--- src/include/fhp_consts.svh ---
// Constants of the floating point coprocessor host port: offsets, fields, counts.
`ifndef FHP_CONSTS_SVH
`define FHP_CONSTS_SVH

// ==========================================================================
// Clock and timing.
`define FHP_CLK_PERIOD_NS      25
`define FHP_RESET_MIN_CLKS     5
`define FHP_SYNC_STAGES        2

// ==========================================================================
// Bus and command layout.
`define FHP_DATA_W             8
`define FHP_OP_W               7
`define FHP_CMD_SVC_BIT        7
`define FHP_STACK_DEPTH        32

// ==========================================================================
// Status byte layout and reset value.
`define FHP_STAT_BUSY_BIT      7
`define FHP_STAT_ERR_LSB       0
`define FHP_ERR_W              3
`define FHP_STATUS_RESET       8'h00

`endif

--- src/include/fhp_pkg.sv ---
// Types shared by the coprocessor host port modules.
package fhp_pkg;

	// ==========================================================================
	// Handshake states.
	typedef enum logic [2:0] {
		ST_IDLE,
		ST_WR_WAIT,
		ST_WR_ACK,
		ST_RD_WAIT,
		ST_RD_HOLD
	} fhp_state_e;

	// ==========================================================================
	// Host-facing control inputs, all asynchronous to the clock.
	typedef struct packed {
		logic cs_n;
		logic cmd_sel;
		logic rd_n;
		logic wr_n;
		logic done_ack_n;
		logic svc_ack_n;
	} fhp_ctl_s;

	typedef logic [7:0] fhp_byte_t;

endpackage

--- src/core/fhp_sync.sv ---
// Two-stage synchroniser bank for the host control inputs.
`timescale 1ns/1ps
module fhp_sync #(
	parameter int              WIDTH     = 6,
	parameter logic [WIDTH-1:0] RESET_VAL = '1
) (
	input  wire logic             clk_i,   // System clock.
	input  wire logic             rst_i,   // Asynchronous reset, active high.
	input  wire logic [WIDTH-1:0] async_i, // Raw inputs.
	output logic      [WIDTH-1:0] sync_o   // Synchronised levels.
);

	// ==========================================================================
	// One pair of flops per bit; only the second stage is ever read.
	genvar g;
	generate
		for (g = 0; g < WIDTH; g = g + 1) begin : g_bit
			logic meta_reg;
			logic meta_next;
			logic hold_reg;
			logic hold_next;

			// Next values simply shift the input along.
			always_comb begin
				meta_next = async_i[g];
				hold_next = meta_reg;
			end

			// Both stages return to the idle level of the pin under reset.
			always_ff @(posedge clk_i or posedge rst_i) begin
				if (rst_i) begin
					meta_reg <= RESET_VAL[g];
					hold_reg <= RESET_VAL[g];
				end else begin
					meta_reg <= meta_next;
					hold_reg <= hold_next;
				end
			end

			assign sync_o[g] = hold_reg;
		end
	endgenerate

endmodule

--- src/core/fhp_byte_stack.sv ---
// Byte-wide last-in first-out operand store held in flip-flops.
`timescale 1ns/1ps
module fhp_byte_stack #(
	parameter int WIDTH = 8,
	parameter int DEPTH = 32
) (
	input  wire logic             clk_i,  // System clock.
	input  wire logic             rst_i,  // Asynchronous reset, active high.
	input  wire logic             push_i, // Store din_i above the top.
	input  wire logic             pop_i,  // Drop the top entry.
	input  wire logic [WIDTH-1:0] din_i,  // Byte to push.
	output logic      [WIDTH-1:0] top_o   // Current top entry.
);

	localparam int PW = $clog2(DEPTH);

	logic [WIDTH-1:0] mem_reg [DEPTH];
	logic [WIDTH-1:0] mem_next [DEPTH];
	logic [PW-1:0]    ptr_reg;
	logic [PW-1:0]    ptr_next;
	logic [PW-1:0]    top_idx;

	// Pointer wraps silently, so a wrong byte count skews later operands.
	always_comb begin
		top_idx  = ptr_reg - PW'(1);
		ptr_next = ptr_reg;
		for (int i = 0; i < DEPTH; i++) begin
			mem_next[i] = mem_reg[i];
		end
		if (push_i) begin
			mem_next[ptr_reg] = din_i;
			ptr_next          = ptr_reg + PW'(1);
		end else if (pop_i) begin
			ptr_next = top_idx;
		end
	end

	// Reset only reinitialises the pointer; contents are left as they are.
	always_ff @(posedge clk_i or posedge rst_i) begin
		if (rst_i) begin
			ptr_reg <= '0;
		end else begin
			ptr_reg <= ptr_next;
		end
	end

	// The storage needs no reset value.
	always_ff @(posedge clk_i) begin
		for (int i = 0; i < DEPTH; i++) begin
			mem_reg[i] <= mem_next[i];
		end
	end

	assign top_o = mem_reg[top_idx];

endmodule

--- src/core/fhp_host_port.sv ---
// Host port of the floating point coprocessor: handshake, flags and operand bytes.
`timescale 1ns/1ps
`include "fhp_consts.svh"
module fhp_host_port
	import fhp_pkg::*;
#(
	parameter int STACK_DEPTH = `FHP_STACK_DEPTH
) (
	input  wire logic                     SYS_CLK_I,         // 40 MHz system clock.
	input  wire logic                     RST_I,             // Asynchronous reset, high.
	input  wire logic                     CS_N_I,            // Chip select, low.
	input  wire logic                     CMD_SEL_I,         // High command, low data.
	input  wire logic                     RD_N_I,            // Read strobe, low.
	input  wire logic                     WR_N_I,            // Write strobe, low.
	input  wire logic [`FHP_DATA_W-1:0]   DATA_LINES_I,      // Data bus in.
	output logic      [`FHP_DATA_W-1:0]   DATA_LINES_O,      // Data bus out.
	output logic                          DATA_LINES_OE_O,   // High while driving bus.
	output logic                          WAIT_N_O,          // Low stretches access.
	output logic                          DONE_O,            // Command complete.
	input  wire logic                     DONE_ACK_N_I,      // Clears done, low.
	output logic                          SERVICE_REQUEST_O, // Service request.
	input  wire logic                     SERVICE_ACK_N_I,   // Clears service, low.
	output logic                          FAULT_O,           // Arithmetic error.
	output logic                          EXEC_START_O,      // One-cycle command pulse.
	output logic      [`FHP_OP_W-1:0]     EXEC_OP_O,         // Operation code.
	output logic                          EXEC_ABORT_O,      // Abort to datapath.
	input  wire logic                     EXEC_DONE_I,       // Datapath finished pulse.
	input  wire logic [`FHP_ERR_W-1:0]    EXEC_ERR_I         // Error bit set pulses.
);

	// ==========================================================================
	// Synchronised control inputs.
	fhp_ctl_s ctl_raw;
	fhp_ctl_s ctl_sync;
	fhp_ctl_s ctl_prev_reg;
	fhp_ctl_s ctl_prev_next;

	assign ctl_raw = '{cs_n: CS_N_I, cmd_sel: CMD_SEL_I, rd_n: RD_N_I, wr_n: WR_N_I,
		done_ack_n: DONE_ACK_N_I, svc_ack_n: SERVICE_ACK_N_I};

	// All pins idle high except the command select, which idles low.
	fhp_sync #(
		.WIDTH     ($bits(fhp_ctl_s)),
		.RESET_VAL (6'h2f)
	) u_sync (
		.clk_i   (SYS_CLK_I),
		.rst_i   (RST_I),
		.async_i (ctl_raw),
		.sync_o  (ctl_sync)
	);

	// Previous synchronised levels give edge detection.
	always_comb begin
		ctl_prev_next = ctl_sync;
	end

	always_ff @(posedge SYS_CLK_I or posedge RST_I) begin
		if (RST_I) begin
			ctl_prev_reg <= 6'h2f;
		end else begin
			ctl_prev_reg <= ctl_prev_next;
		end
	end

	logic wr_fall;
	logic rd_fall;
	logic selected;

	// Strobe edges count only while the chip is selected and the other strobe is idle.
	assign selected = ~ctl_sync.cs_n;
	assign wr_fall  = selected & ctl_prev_reg.wr_n & ~ctl_sync.wr_n & ctl_sync.rd_n;
	assign rd_fall  = selected & ctl_prev_reg.rd_n & ~ctl_sync.rd_n & ctl_sync.wr_n;

	// ==========================================================================
	// Operand stack.
	logic                   push;
	logic                   pop;
	logic [`FHP_DATA_W-1:0] stack_top;

	fhp_byte_stack #(
		.WIDTH (`FHP_DATA_W),
		.DEPTH (STACK_DEPTH)
	) u_stack (
		.clk_i  (SYS_CLK_I),
		.rst_i  (RST_I),
		.push_i (push),
		.pop_i  (pop),
		.din_i  (DATA_LINES_I),
		.top_o  (stack_top)
	);

	// ==========================================================================
	// Access handshake.
	fhp_state_e             state_reg;
	fhp_state_e             state_next;
	logic                   sel_reg;
	logic                   sel_next;
	logic                   wait_n_reg;
	logic                   wait_n_next;
	logic [`FHP_DATA_W-1:0] dout_reg;
	logic [`FHP_DATA_W-1:0] dout_next;
	logic                   oe_reg;
	logic                   oe_next;
	logic [`FHP_DATA_W-1:0] wdata_reg;
	logic [`FHP_DATA_W-1:0] wdata_next;
	logic                   cmd_write;
	logic                   status_read;
	logic                   access_clear;
	logic                   busy_reg;
	logic [`FHP_DATA_W-1:0] status_byte;

	// Only status reads pass a running command; every other access waits for it.
	always_comb begin
		state_next   = state_reg;
		sel_next     = sel_reg;
		wait_n_next  = wait_n_reg;
		dout_next    = dout_reg;
		oe_next      = oe_reg;
		wdata_next   = wdata_reg;
		push         = 1'b0;
		pop          = 1'b0;
		cmd_write    = 1'b0;
		status_read  = 1'b0;
		access_clear = 1'b0;
		case (state_reg)
			ST_IDLE: begin
				wait_n_next = ctl_sync.cs_n;
				oe_next     = 1'b0;
				if (wr_fall) begin
					sel_next    = ctl_sync.cmd_sel;
					wdata_next  = DATA_LINES_I;
					wait_n_next = 1'b0;
					state_next  = ST_WR_WAIT;
				end else if (rd_fall) begin
					sel_next     = ctl_sync.cmd_sel;
					access_clear = 1'b1;
					wait_n_next  = 1'b0;
					state_next   = ST_RD_WAIT;
				end
			end
			ST_WR_WAIT: begin
				if (!busy_reg) begin
					cmd_write   = sel_reg;
					push        = ~sel_reg;
					wait_n_next = 1'b1;
					state_next  = ST_WR_ACK;
				end
			end
			ST_WR_ACK: begin
				if (ctl_sync.wr_n) begin
					access_clear = 1'b1;
					wait_n_next  = ctl_sync.cs_n;
					state_next   = ST_IDLE;
				end
			end
			ST_RD_WAIT: begin
				if (sel_reg || !busy_reg) begin
					status_read = sel_reg;
					pop         = ~sel_reg;
					dout_next   = sel_reg ? status_byte : stack_top;
					oe_next     = 1'b1;
					wait_n_next = 1'b1;
					state_next  = ST_RD_HOLD;
				end
			end
			ST_RD_HOLD: begin
				if (ctl_sync.rd_n) begin
					oe_next     = 1'b0;
					wait_n_next = ctl_sync.cs_n;
					state_next  = ST_IDLE;
				end
			end
			default: begin
				oe_next     = 1'b0;
				wait_n_next = 1'b1;
				state_next  = ST_IDLE;
			end
		endcase
	end

	// The wait line resets high and idles at the chip select level, so a deselected idle port never holds the host.
	always_ff @(posedge SYS_CLK_I or posedge RST_I) begin
		if (RST_I) begin
			state_reg  <= ST_IDLE;
			sel_reg    <= 1'b0;
			wait_n_reg <= 1'b1;
			dout_reg   <= '0;
			oe_reg     <= 1'b0;
			wdata_reg  <= '0;
		end else begin
			state_reg  <= state_next;
			sel_reg    <= sel_next;
			wait_n_reg <= wait_n_next;
			dout_reg   <= dout_next;
			oe_reg     <= oe_next;
			wdata_reg  <= wdata_next;
		end
	end

	// ==========================================================================
	// Command issue and status register.
	logic                   busy_next;
	logic                   svc_en_reg;
	logic                   svc_en_next;
	logic [`FHP_OP_W-1:0]   op_reg;
	logic [`FHP_OP_W-1:0]   op_next;
	logic                   start_reg;
	logic                   start_next;
	logic                   abort_reg;
	logic                   abort_next;
	logic [`FHP_ERR_W-1:0]  err_reg;
	logic [`FHP_ERR_W-1:0]  err_next;

	// Busy sits in the top status bit, the error bits at the bottom.
	always_comb begin
		status_byte = `FHP_STATUS_RESET;
		status_byte[`FHP_STAT_BUSY_BIT] = busy_reg;
		status_byte[`FHP_STAT_ERR_LSB +: `FHP_ERR_W] = err_reg;
	end

	// A new command clears old error bits; a datapath error set wins that cycle.
	always_comb begin
		busy_next   = busy_reg;
		svc_en_next = svc_en_reg;
		op_next     = op_reg;
		start_next  = 1'b0;
		abort_next  = 1'b0;
		err_next    = err_reg;
		if (cmd_write) begin
			op_next     = wdata_reg[`FHP_OP_W-1:0];
			svc_en_next = wdata_reg[`FHP_CMD_SVC_BIT];
			start_next  = 1'b1;
			busy_next   = 1'b1;
			err_next    = '0;
		end else if (EXEC_DONE_I) begin
			busy_next = 1'b0;
		end
		err_next = err_next | EXEC_ERR_I;
	end

	// Reset drops busy and errors and pulses abort so the datapath stops.
	always_ff @(posedge SYS_CLK_I or posedge RST_I) begin
		if (RST_I) begin
			busy_reg   <= 1'b0;
			svc_en_reg <= 1'b0;
			op_reg     <= '0;
			start_reg  <= 1'b0;
			abort_reg  <= 1'b1;
			err_reg    <= '0;
		end else begin
			busy_reg   <= busy_next;
			svc_en_reg <= svc_en_next;
			op_reg     <= op_next;
			start_reg  <= start_next;
			abort_reg  <= abort_next;
			err_reg    <= err_next;
		end
	end

	// ==========================================================================
	// Completion, service and fault flags.
	logic done_reg;
	logic done_next;
	logic svc_reg;
	logic svc_next;
	logic fault_reg;
	logic fault_next;
	logic completion;

	assign completion = busy_reg & EXEC_DONE_I & ~cmd_write;

	// Setting beats clearing, so a tied-low acknowledge still gives one clock high.
	always_comb begin
		done_next  = done_reg;
		svc_next   = svc_reg;
		fault_next = fault_reg;
		if (!ctl_sync.done_ack_n || access_clear) begin
			done_next = 1'b0;
		end
		if (completion) begin
			done_next = 1'b1;
		end
		if (!ctl_sync.svc_ack_n) begin
			svc_next = 1'b0;
		end
		if (completion) begin
			svc_next = svc_en_reg;
		end
		if (status_read) begin
			fault_next = 1'b0;
		end
		if (|EXEC_ERR_I) begin
			fault_next = 1'b1;
		end
	end

	// All three flags come up low out of reset.
	always_ff @(posedge SYS_CLK_I or posedge RST_I) begin
		if (RST_I) begin
			done_reg  <= 1'b0;
			svc_reg   <= 1'b0;
			fault_reg <= 1'b0;
		end else begin
			done_reg  <= done_next;
			svc_reg   <= svc_next;
			fault_reg <= fault_next;
		end
	end

	// ==========================================================================
	// Outputs, each straight from a flop.
	assign DATA_LINES_O      = dout_reg;
	assign DATA_LINES_OE_O   = oe_reg;
	assign WAIT_N_O          = wait_n_reg;
	assign DONE_O            = done_reg;
	assign SERVICE_REQUEST_O = svc_reg;
	assign FAULT_O           = fault_reg;
	assign EXEC_START_O      = start_reg;
	assign EXEC_OP_O         = op_reg;
	assign EXEC_ABORT_O      = abort_reg;

endmodule

--- config.mk ---
export PLATFORM = sky130hd
export DESIGN_NAME = fhp_host_port
export DESIGN_NICKNAME = d
export VERILOG_FILES = /design/src/include/fhp_pkg.sv /design/src/core/fhp_sync.sv /design/src/core/fhp_byte_stack.sv /design/src/core/fhp_host_port.sv
export VERILOG_INCLUDE_DIRS = /design/src /design/src/include
export SDC_FILE = /design/constraint.sdc
export NUM_CORES = 1
export LEC_CHECK = 0
export BUFFER_PORTS_ARGS = -buffer_cell sky130_fd_sc_hd__clkbuf_2
export CAP_MARGIN = 20
export CELL_PAD_IN_SITES_DETAIL_PLACEMENT = 1
export CELL_PAD_IN_SITES_GLOBAL_PLACEMENT = 1
export CORE_MARGIN = 1.5
export CORE_UTILIZATION = 58
export DETAILED_ROUTE_END_ITERATION = 7
export GPL_TIMING_DRIVEN = 0
export PLACE_DENSITY = 0.82
export SYNTH_ARGS = -nofsm -noshare
export SYNTH_HDL_FRONTEND = slang
export SYNTH_HIERARCHICAL = 1
export SYNTH_SLANG_ARGS = --single-unit
--- constraint.sdc ---
create_clock -name SYS_CLK_I -period 8.49 [get_ports SYS_CLK_I]
set_clock_uncertainty 0.05 [all_clocks]
set_input_delay 1.698 -clock SYS_CLK_I [delete_from_list [all_inputs] [get_ports SYS_CLK_I]]
set_output_delay 1.698 -clock SYS_CLK_I [all_outputs]
set_load 0.03 [all_outputs]
==> flow_metrics.py, run 1 <==
metrics = {
    "critical_path": {
        "path_class": "reg -> reg",
        "end_kind": "register",
        "cpMostUsedCell": "buf_4",
        "cp.required_ns": 8.88,
        "critPathSlowestCell": "clkbuf_1",
        "crit_path_cell_trace": "buf_2 -> buf_4 -> inv_1 -> ha_1 -> buf_4 -> clkbuf_1 -> mux4_2 -> a211oi_1 -> nor4_1 -> a22o_1",
        "crit_path_start_kind": "register",
        "crit_path_max_incr_delay_ns": 0.61,
        "path_max_fanout": 10,
        "arrival_ns": 4.31,
    },
    "global_routing": {
        "antenna_found_initial": 0,
        "grt_use_total": 0.273,
        "grt_pass1_wl_um": 43900,
        "grt_max_degree": 42,
        "grt_pass1_vias": 7019,
        "grt.overflow.total": 0,
    },
    "detailed_routing": {
        "drtIter0Drc": 562,
        "dr.pass1.iters": 5,
        "route.detailed.drc": 0,
        "viasPerCell": 6.38,
        "num_vias": 6577,
        "drt-met1-wl_um": 11700,
        "ant_nets": 0,
        "routed.top_layer": "met4",
        "routedWlPerCell_um": 28.3,
        "met2_length_um": 14800,
        "routed_wl_um": 29200,
        "wl_met3_um": 1900,
    },
    "placement": {
        "pre_cts_ws_ns": 4.72,
        "port_buffers": 41,
        "place_hpwl_um": 18700,
        "finalWeightedCongestion": 0.925,
        "placed_cell_area_um2": 13100,
    },
    "timing": {
        "fin_crit_ns": 3.92,
        "fmax_mhz": 255,
        "setup_viol": 0,
        "tightest_slew_ns": 0.886,
        "fin_ws_ns": 4.57,
        "hold_viol": 0,
        "relSlewSlack": 0.407,
        "setup_tns_ns": 0,
        "slew_viol_final": 0,
        "fin_crit_sh": 0.462,
        "rsz0062_at_grt": "false",
    },
    "yosys": {
        "syn_area_um2": 12500,
        "synth_top_area_cell": "edfxtp_1",
        "syn-num-nets": 683,
        "yosys_register_bits": 314,
        "synth_top_area_share": 0.615,
        "ys.flop_type": "edfxtp_1",
        "syn_inst": 658,
        "synth_area_leaders": "edfxtp_1 61%, mux4_2 12%, dfrtp_1 8.8%, dfstp_2 2.9%, mux2_2 1.4%",
        "synth_edf_count": 256,
        "yosys_warnings": 6,
        "synth-async-reset-ratio": 0.185,
        "ys_seq_area_frac": 0.732,
        "syn_area_per_cell_um2": 19.0,
        "synth.distinct_cells": 55,
    },
    "pwr": {
        "p_leak_uw": 0.00484,
        "pwr-share-clk": 0.279,
        "pwr_density_cell_nw_per_um2": 350,
        "switching_share": 0.333,
        "power.total_uw": 4940,
        "switching_power_uw": 1650,
        "sequentialPowerShare": 0.365,
        "ir_worst_vdd_v": 0.000242,
        "p_int_uw": 3290,
        "comb_power_share": 0.356,
    },
    "clocking": {
        "clk_latency_ns": 0.56,
        "cts_num_sinks": 314,
        "cts_buffers": 31,
        "tritoncts": "done",
        "clkSlewWorstSetupHoldPaths_ns": 0.06,
        "cts-hold-fix-buffers": 0,
        "htree_levels": 1,
        "cts_root_buf": "clkbuf_16",
        "cts_resized": 0,
        "cts_setup_buffers": 0,
        "cts_buffer_depth": 3,
    },
    "job": {
        "maxCapViolations": 0,
    },
    "final_layout": {
        "largest_reg_flops": 256,
        "drive_above_1_share": 0.310,
        "num_antenna_cells": 0,
        "fin_nets": 757,
        "final_cell_area_um2": 14100,
        "layout_common_cells": "256 x edfxtp_1, 64 x mux4_2, 44 x dfrtp_1, 42 x clkbuf_2, 39 x nor2_1",
        "n_fill_cell": 1748,
        "final_util": 0.669,
        "syn2layout_area_growth_pct": 12.7,
        "layout_commonest_cell": "edfxtp_1",
    },
    "die": {
        "start_util": 0.593,
        "io_pins": 42,
        "row_count": 53,
        "core_um2": 21100,
        "die_h_um": 150,
        "die_w_um": 150,
        "dieArea_um2": 22500,
    },
    "run_status": {
        "outcome": "completed",
    },
    "hold_path": {
        "hp-class": "reg -> reg",
    },
}
[synth_stat cells (all sizes together) (2+ instances only)]
| library cell | n |
|---|---|
| or3 | 3 |
| inv | 10 |
| nor4b | 2 |
| dfrtp | 44 |
| edfxtp | 256 |
| a41oi | 2 |
| nand3 | 8 |
| clkbuf | 11 |
| o311ai | 2 |
| a221oi | 8 |
| buf | 27 |
| a22oi | 3 |
| nor3b | 2 |
| nand2b | 3 |
| a21oi | 19 |
| or3b | 3 |
| ha | 5 |
| nand2 | 16 |
| xor2 | 2 |
| nor3 | 3 |
| nor4 | 9 |
| nand3b | 6 |
| mux2 | 34 |
| xnor2 | 4 |
| mux4 | 64 |
| nor2b | 19 |
| o21ai | 11 |
| o31a | 3 |
| dfstp | 14 |
| a211oi | 9 |
| a22o | 4 |
| nor2 | 40 |
| a21o | 4 |
[metal layers]
metal / global-route usage / vias to the layer above
li1: - / 2773
met1: 0.377 / 3500
met2: 0.450 / 254
met3: 0.0436 / 50
met4: 0.0853 / 0
met5: 0 / -
[final timing paths]
kind | from | end | slack, ns | cells after the start
max | u_stack/ptr_reg[0] | DATA_LINES_O[6] | 4.57 | 10
min | u_sync/g_bit[3].hold_next | u_sync/g_bit[3].hold_reg | 0.31 | 0
max reg2reg | u_stack/ptr_reg[0] | DATA_LINES_O[6] | 4.57 | 10
min reg2reg | u_sync/g_bit[3].hold_next | u_sync/g_bit[3].hold_reg | 0.31 | 0
max in group asynchronous | RST_I | FAULT_O | 6.55 | 2
min in group asynchronous | RST_I | u_stack/ptr_reg[3] | 1.00 | 2
[worst max-delay path, delay by kind of cell, from the launching register on]
family / cells / cell delay, ns
AOI/OAI and AO/OA: 2 / 0.84
muxes: 1 / 0.40
adders and majority gates: 1 / 0.38
DFF: 1 / 0.38
buffers and inverters: 5 / 1.54
and+or+nand+nor: 1 / 0.21
[kinds of logic (layout without fill, tap and decap cells)]
group                    Yosys count  after routing  synth area share
flip-flops                       314            314             0.732
AND/OR/NAND/NOR                  117            117            0.0511
multiplexers                      98             98             0.148
AO/OA/AOI/OAI                     69             69            0.0383
buffers and inverters             48            146            0.0209
XOR/XNOR                           6              6           0.00420
adder cells (fa/ha/maj)            5              5           0.00500
other                              1              1          0.000300
[power groups by stage]
stage | clock, uW | sequential, uW | combinational, uW
3_3_place_gp | 0 | 1830 | 1650
4_1_cts | 1400 | 1800 | 1740
3_5_place_dp | 0 | 1830 | 1720
6_report | 1380 | 1800 | 1760
5_1_grt | 1450 | 1810 | 1850
2_1_floorplan | 0 | 1880 | 1130
[per-stage QoR]
stage          cells  hold WS, ns
6_report        1031        0.307
5_1_grt         1031        0.311
4_1_cts         1031        0.308
3_5_place_dp     974        0.298
3_3_place_gp     974        0.289
2_1_floorplan    658        0.281
[final cells by class]
cell class | count | area (um^2) | area share
tap | 275 | 344 | 0.0244
sequential | 314 | 9160 | 0.649
buffer | 38 | 224 | 0.0159
clock inverter | 17 | 176 | 0.0125
clock buffer | 40 | 865 | 0.0613
timing repair buffer | 41 | 205 | 0.0146
multi-input combinational | 296 | 3090 | 0.219
inverter | 10 | 37.5 | 0.00266
Power figures use the tool's default switching activity.
==> run 2: changes to the inputs <==
- ABC_AREA: not set -> 1
- CORE_UTILIZATION: 58 -> 44
- PLACE_DENSITY: 0.82 -> 0.73
- clock period: 8.49 -> 3.41 ns (I/O delays scaled with it)
==> run 2 against run 1 <==
Effect of this change: critical path depth increased by 5; combinational power increased to 3.5 times the previous value; final area increased by 11%; routed wire length increased by 32%; highest routed layer unchanged; core utilization decreased by 16 points; worst setup slack got worse by 4.3 ns; first-iteration DRC count increased by 38%; sequential share of layout area decreased by 6.3 points; synthesized cell count increased by 110%; power increased to 2.9 times the previous value; clock-buffer cell count increased by 6.
==> flow_metrics.py, run 2 <==
metrics = {
    "yosys": {
        "synth-async-reset-ratio": 0.185,
        "synth_area_leaders": "edfxtp_1 56%, nand2_1 12%, dfrtp_1 8.0%, nand3_1 7.6%, inv_1 6.3%",
        "syn_inst": 1375,
        "synth.distinct_cells": 33,
        "synth_top_area_cell": "edfxtp_1",
        "syn_area_per_cell_um2": 10.0,
        "synth_edf_count": 256,
        "yosys_register_bits": 314,
        "ys_seq_area_frac": 0.665,
        "synth_top_area_share": 0.558,
        "yosysMostFrequentCell": "nand2_1",
        "ys.flop_type": "edfxtp_1",
        "syn-num-nets": 1400,
        "syn_area_um2": 13800,
        "synthTopCellsByCount": "452 x nand2_1, 256 x edfxtp_1, 232 x inv_1",
        "yosys_warnings": 6,
    },
    "placement": {
        "finalWeightedCongestion": 0.882,
        "port_buffers": 41,
        "place_hpwl_um": 26000,
    },
    "global_routing": {
        "grt_pass1_vias": 10352,
        "grt.overflow.total": 0,
        "antenna_found_initial": 0,
        "grt_use_total": 0.242,
        "grt_max_degree": 42,
        "grt_pass1_wl_um": 59200,
    },
    "die": {
        "core_um2": 30700,
        "row_count": 64,
        "start_util": 0.449,
        "die_h_um": 180,
        "dieArea_um2": 32400,
        "io_pins": 42,
        "die_w_um": 180,
    },
    "hold_path": {
        "hp-class": "in -> async",
    },
    "clocking": {
        "cts_resized": 5,
        "clk_latency_ns": 0.51,
        "clkSlewWorstSetupHoldPaths_ns": 0.06,
        "cts_buffers": 36,
        "cts_root_buf": "clkbuf_16",
        "cts_num_sinks": 314,
        "tritoncts": "done",
        "htree_levels": 2,
        "cts_setup_buffers": 0,
        "cts_buffer_depth": 3,
        "cts-hold-fix-buffers": 0,
    },
    "timing": {
        "fin_crit_ns": 3.15,
        "fin_crit_sh": 0.925,
        "tightest_slew_ns": 0.973,
        "fmax_mhz": 317,
        "slew_viol_final": 0,
        "setup_viol": 0,
        "hold_viol": 0,
        "relSlewSlack": 0.351,
        "setup_tns_ns": 0,
        "rsz0062_at_grt": "false",
        "hold_ws_ns": 0.0740,
    },
    "critical_path": {
        "path_max_fanout": 12,
        "crit_path_start_kind": "register",
        "path_class": "reg -> reg",
        "arrival_ns": 3.53,
        "cp.required_ns": 3.79,
        "ff2ff_path_depth": 15,
        "end_kind": "register",
    },
    "detailed_routing": {
        "routedWlPerCell_um": 20.6,
        "dr.pass1.iters": 6,
        "viasPerCell": 5.17,
        "drtIter0Drc": 774,
        "ant_nets": 0,
        "routed_wl_um": 38600,
        "num_vias": 9690,
        "route.detailed.drc": 0,
    },
    "pwr": {
        "p_leak_uw": 0.00702,
        "pwr_density_cell_nw_per_um2": 923,
        "ir_worst_vdd_v": 0.000484,
    },
    "run_status": {
        "outcome": "completed",
    },
    "final_layout": {
        "drive_above_1_share": 0.126,
        "fin_nets": 1479,
        "syn2layout_area_growth_pct": 13.4,
        "n_fill_cell": 3420,
        "layout_common_cells": "452 x nand2_1, 256 x edfxtp_1, 231 x inv_1, 208 x nand3_1, 47 x nor2_1",
        "largest_reg_flops": 256,
        "layout_commonest_cell": "nand2_1",
    },
    "job": {
        "maxCapViolations": 0,
    },
}
-- run 2: cell count changes in the layout (fill, tap and decap cells not counted), sizes merged, moves of 9 or more --
cell,previous run,this run
nand2,16,454
mux4,64,0
nor2,40,51
inv,13,241
nor2b,19,0
a21oi,19,2
nand3,8,218
buf,27,50
nor4,9,0
mux2,34,0
a211oi,9,0
-- run 2: cell families after synthesis --
group,share of synthesized area
compound gates,0.00727
simple gates,0.226
xor+xnor,0.00482
fa+ha+maj,0.00454
buf+inv,0.0924
other cells,0.000272
flops,0.665
-- run 2: worst max-delay path, cell delays in order (launching register included) --
cell      delay [ns]
dfrtp_1         0.46
inv_2           0.13
clkbuf_4        0.26
buf_4           0.27
ha_1            0.32
inv_1           0.10
buf_4           0.23
clkbuf_1        0.40
nand2_1         0.15
nand3_1         0.11
nand3_1         0.09
nand2_1         0.08
nand2_1         0.05
nand2_1         0.09
o21ai_0         0.11
o21ai_1         0.16
-- run 2: layout make-up --
cell class,count,area (um^2),area share
plain buffers,63,385,0.0247
clock buffers,46,970,0.0621
multi-input cells,758,3340,0.214
clock inverters,16,150,0.00962
diodes,1,2.50,0.000160
repair buffers,41,205,0.0131
well taps,396,495,0.0317
inverters,240,906,0.0580
flip-flops and latches,314,9160,0.586
-- run 2: per-layer routing --
| layer | GRT usage | vias up | part of all wire |
|---|---|---|---|
| met2 | 0.411 | 269 | 0.49 |
| met3 | 0.0464 | 86 | 0.057 |
| met4 | 0.0923 | 0 | 0.037 |
| li1 | - | 4544 | - |
| met1 | 0.308 | 4791 | 0.42 |
| met5 | 0 | - | 0 |
-- run 2: worst paths after layout --
check,to,slack (ns),from
setup reg to reg,DATA_LINES_O[7],0.26,u_stack/ptr_reg[0]
setup / recovery,DATA_LINES_O[7],0.26,u_stack/ptr_reg[0]
hold reg to reg,u_sync/g_bit[3].hold_reg,0.30,u_sync/g_bit[3].hold_next
hold / removal,u_stack/ptr_reg[0],0.07,RST_I
max in group asynchronous,DATA_LINES_O[3],2.41,RST_I
min in group SYS_CLK_I,u_sync/g_bit[1].hold_next,0.21,DONE_ACK_N_I
-- run 2: where the power goes --
group | switching (uW) | internal (uW) | total, uW
registers | 145 | 4380 | 4530
logic | 4450 | 1720 | 6170
clock network | 1480 | 2230 | 3710
-- run 2: stage by stage --
| stage | setup slack, ns | power (uW) | area, um^2 | cells | utilization |
|---|---|---|---|---|---|
| 2_1_floorplan | 1.09 | 8360 | 13800 | 1375 | - |
| 3_3_place_gp | -0.223 | 10500 | 14500 | 1812 | 0.472 |
| 3_5_place_dp | -0.287 | 10600 | 14500 | 1812 | 0.472 |
| 4_1_cts | 0.109 | 14400 | 15600 | 1874 | 0.509 |
| 5_1_grt | 0.0282 | 15200 | 15600 | 1874 | 0.509 |
| 6_report | 0.257 | 14400 | 15600 | 1875 | 0.509 |
==> run 3: changes to the inputs <==
- CORE_UTILIZATION: 44 -> 45
- SYNTH_HIERARCHICAL: 1 -> not set
==> run 3 against run 2 <==
Effect of this change: hold slack better by 0.00067 ns; non-clock buffer count fell by 6; largest power group unchanged; core utilization up 1.7 points; clock-buffer cell count grew 1; sequential share of layout area increased by 3.5 points; critical path type unchanged; worst setup slack lost 0.16 ns; fmax is 4.8% lower.
==> flow_metrics.py, run 3 <==
metrics = {
    "final_layout": {
        "num_antenna_cells": 0,
        "n_fill_cell": 3030,
        "syn2layout_area_growth_pct": 14.0,
        "layout_common_cells": "411 x nand2_1, 256 x edfxtp_1, 199 x nand3_1, 64 x nor2_1, 46 x clkbuf_2",
        "drive_above_1_share": 0.138,
        "largest_reg_flops": 256,
        "fin_nets": 1281,
        "instances_no_fill": 1657,
        "layout_commonest_cell": "nand2_1",
    },
    "clocking": {
        "cts_num_sinks": 314,
        "tritoncts": "done",
        "cts_buffers": 35,
        "cts_setup_buffers": 0,
        "cts-hold-fix-buffers": 0,
        "cts_root_buf": "clkbuf_16",
        "cts_buffer_depth": 3,
        "clk_latency_ns": 0.53,
        "clkSlewWorstSetupHoldPaths_ns": 0.06,
        "htree_levels": 2,
    },
    "timing": {
        "setup_viol": 0,
        "relSlewSlack": 0.276,
        "tightest_slew_ns": 1.08,
        "slew_viol_final": 0,
        "fin_crit_sh": 0.971,
        "fin_ws_ns": 0.0982,
        "fmax_mhz": 302,
        "rsz0062_at_grt": "false",
        "fin_crit_ns": 3.31,
        "hold_viol": 0,
    },
    "global_routing": {
        "grt.overflow.total": 0,
        "grt_pass1_vias": 9520,
        "grt_pass1_wl_um": 59000,
        "grt_use_total": 0.280,
        "grt_max_degree": 43,
        "antenna_found_initial": 0,
    },
    "die": {
        "start_util": 0.461,
        "io_pins": 42,
        "die_w_um": 172,
        "dieArea_um2": 29700,
        "row_count": 61,
        "die_h_um": 172,
        "core_um2": 28000,
    },
    "critical_path": {
        "crit_path_cell_trace": "buf_2 -> inv_2 -> buf_4 -> buf_2 -> ha_1 -> buf_2 -> buf_2 -> buf_2 -> nand3_1 -> nand3_1 -> nand3_1 -> a21oi_1 -> o21ai_1",
        "crit_path_start_kind": "register",
        "cpMostUsedCell": "buf_2",
        "critPathSlowestCell": "buf_2",
        "path_class": "reg -> reg",
        "arrival_ns": 3.65,
        "cp.required_ns": 3.75,
        "path_max_fanout": 12,
        "crit_family": "buffers and inverters",
        "end_kind": "register",
        "crit_path_max_incr_delay_ns": 0.42,
        "critPathBufInv": 7,
    },
    "yosys": {
        "yosysMostFrequentCell": "nand2_1",
        "syn_area_per_cell_um2": 11.0,
        "yosys_register_bits": 314,
        "synth.distinct_cells": 34,
        "syn_inst": 1177,
        "synth_edf_count": 256,
        "syn_area_um2": 12900,
        "synth_top_area_cell": "edfxtp_1",
        "yosys_warnings": 0,
        "synth_area_leaders": "edfxtp_1 59%, nand2_1 12%, dfrtp_1 8.5%, nand3_1 7.7%, dfstp_2 2.8%",
        "synthTopCellsByCount": "411 x nand2_1, 256 x edfxtp_1, 199 x nand3_1",
        "synth_top_area_share": 0.595,
        "ys.flop_type": "edfxtp_1",
        "ys_seq_area_frac": 0.708,
        "syn-num-nets": 1202,
        "synth-async-reset-ratio": 0.185,
    },
    "detailed_routing": {
        "viasPerCell": 5.63,
        "dr.pass1.iters": 7,
        "routed_wl_um": 40000,
        "route.detailed.drc": 0,
        "drtIter0Drc": 889,
        "num_vias": 9328,
        "routedWlPerCell_um": 24.1,
        "ant_nets": 0,
    },
    "placement": {
        "pre_cts_ws_ns": -0.0968,
        "port_buffers": 41,
        "place_hpwl_um": 26100,
        "finalWeightedCongestion": 0.933,
        "placed_cells": 1597,
    },
    "run_status": {
        "outcome": "completed",
    },
    "pwr": {
        "p_leak_uw": 0.00585,
        "pwr_density_cell_nw_per_um2": 972,
        "ir_worst_vdd_v": 0.000769,
    },
    "job": {
        "maxCapViolations": 0,
    },
    "hold_path": {
        "hp-class": "in -> async",
    },
}
-- run 3: changes by cell type in the layout (fill, tap and decap cells not counted), sizes merged, moves of 2 or more --
cell   previous run  this run
a21o              0         3
a21oi             2        16
a31oi             3         1
buf              50        44
inv             241        61
nand2           454       412
nand3           218       200
nor2             51        68
nor3              1         3
o21ai            11        25
-- run 3: layout make-up --
type	count	area, um^2	share of cell area
Sequential cell	314	9160	0.621
Multi-Input combinational cell	746	3260	0.221
Clock inverter	13	123	0.00832
Inverter	61	231	0.0157
Buffer	56	300	0.0204
Tap cell	378	473	0.0321
Timing Repair Buffer	42	225	0.0153
Clock buffer	47	972	0.0660
-- run 3: routing by layer --
layer,track usage,up-vias,wire (um),share of wire
li1,-,4147,-,-
met3,0.0595,101,2900,0.072
met2,0.447,340,18700,0.47
met1,0.376,4740,16700,0.42
met4,0.110,0,1670,0.042
met5,0,-,0,0
-- run 3: worst register-to-register path: stages, from the launching register on --
cell and delay, ns:
dfrtp_1 0.40, buf_2 0.16, inv_2 0.08, buf_4 0.24, buf_2 0.38, ha_1 0.19
buf_2 0.14, buf_2 0.32, buf_2 0.42, nand3_1 0.15, nand3_1 0.15, nand3_1 0.09
a21oi_1 0.27, o21ai_1 0.12
-- run 3: where the power goes --
group | internal, uW | switching, uW | leakage [uW]
sequential | 4390 | 164 | 0.00298
clock | 2150 | 1490 | 0.000535
combinational | 1560 | 4570 | 0.00233
-- run 3: logic make-up (layout without fill, tap and decap cells) --
kind of cell,Yosys count,in the layout,synth area share
buffers and inverters,117,219,0.0405
AOI/OAI and AO/OA,49,49,0.0207
DFF,314,314,0.708
other,1,1,0.000290
and+or+nand+nor,687,687,0.221
adders and majority gates,5,5,0.00484
xor gates and xnor gates,4,4,0.00387
-- run 3: path summary, 6_finish.rpt --
kind | from | to | slack [ns] | cells past startpoint
max | u_stack.ptr_reg[0] | DATA_LINES_O[6] | 0.1 | 13
min | RST_I | DONE_O | 0.07 | 2
max reg2reg | u_stack.ptr_reg[0] | DATA_LINES_O[6] | 0.1 | 13
min reg2reg | u_sync.g_bit[4].hold_next | u_sync.g_bit[4].hold_reg | 0.30 | 0
max in group asynchronous | RST_I | EXEC_ABORT_O | 2.64 | 3
min in group SYS_CLK_I | WR_N_I | u_sync.g_bit[2].hold_next | 0.20 | 1
-- run 3: what timing repair did --
action	CTS	global route
pin swaps	0	0
hold endpoints to repair	0	0
resized for setup	1	10
setup endpoints to repair	5	6
-- run 3: stage by stage --
step                instance area [um^2]  TNS [ns]  power, uW  hold slack (ns)   util
floorplan                          12900         0       8090            0.281      -
global placement                   13600   -0.0577      10400            0.285  0.486
detailed placement                 13600    -0.145      10500            0.297  0.486
CTS                                14700         0      14200           0.0809  0.525
global route                       14700         0      14900           0.0924  0.526
finish                             14700         0      14300           0.0746  0.526
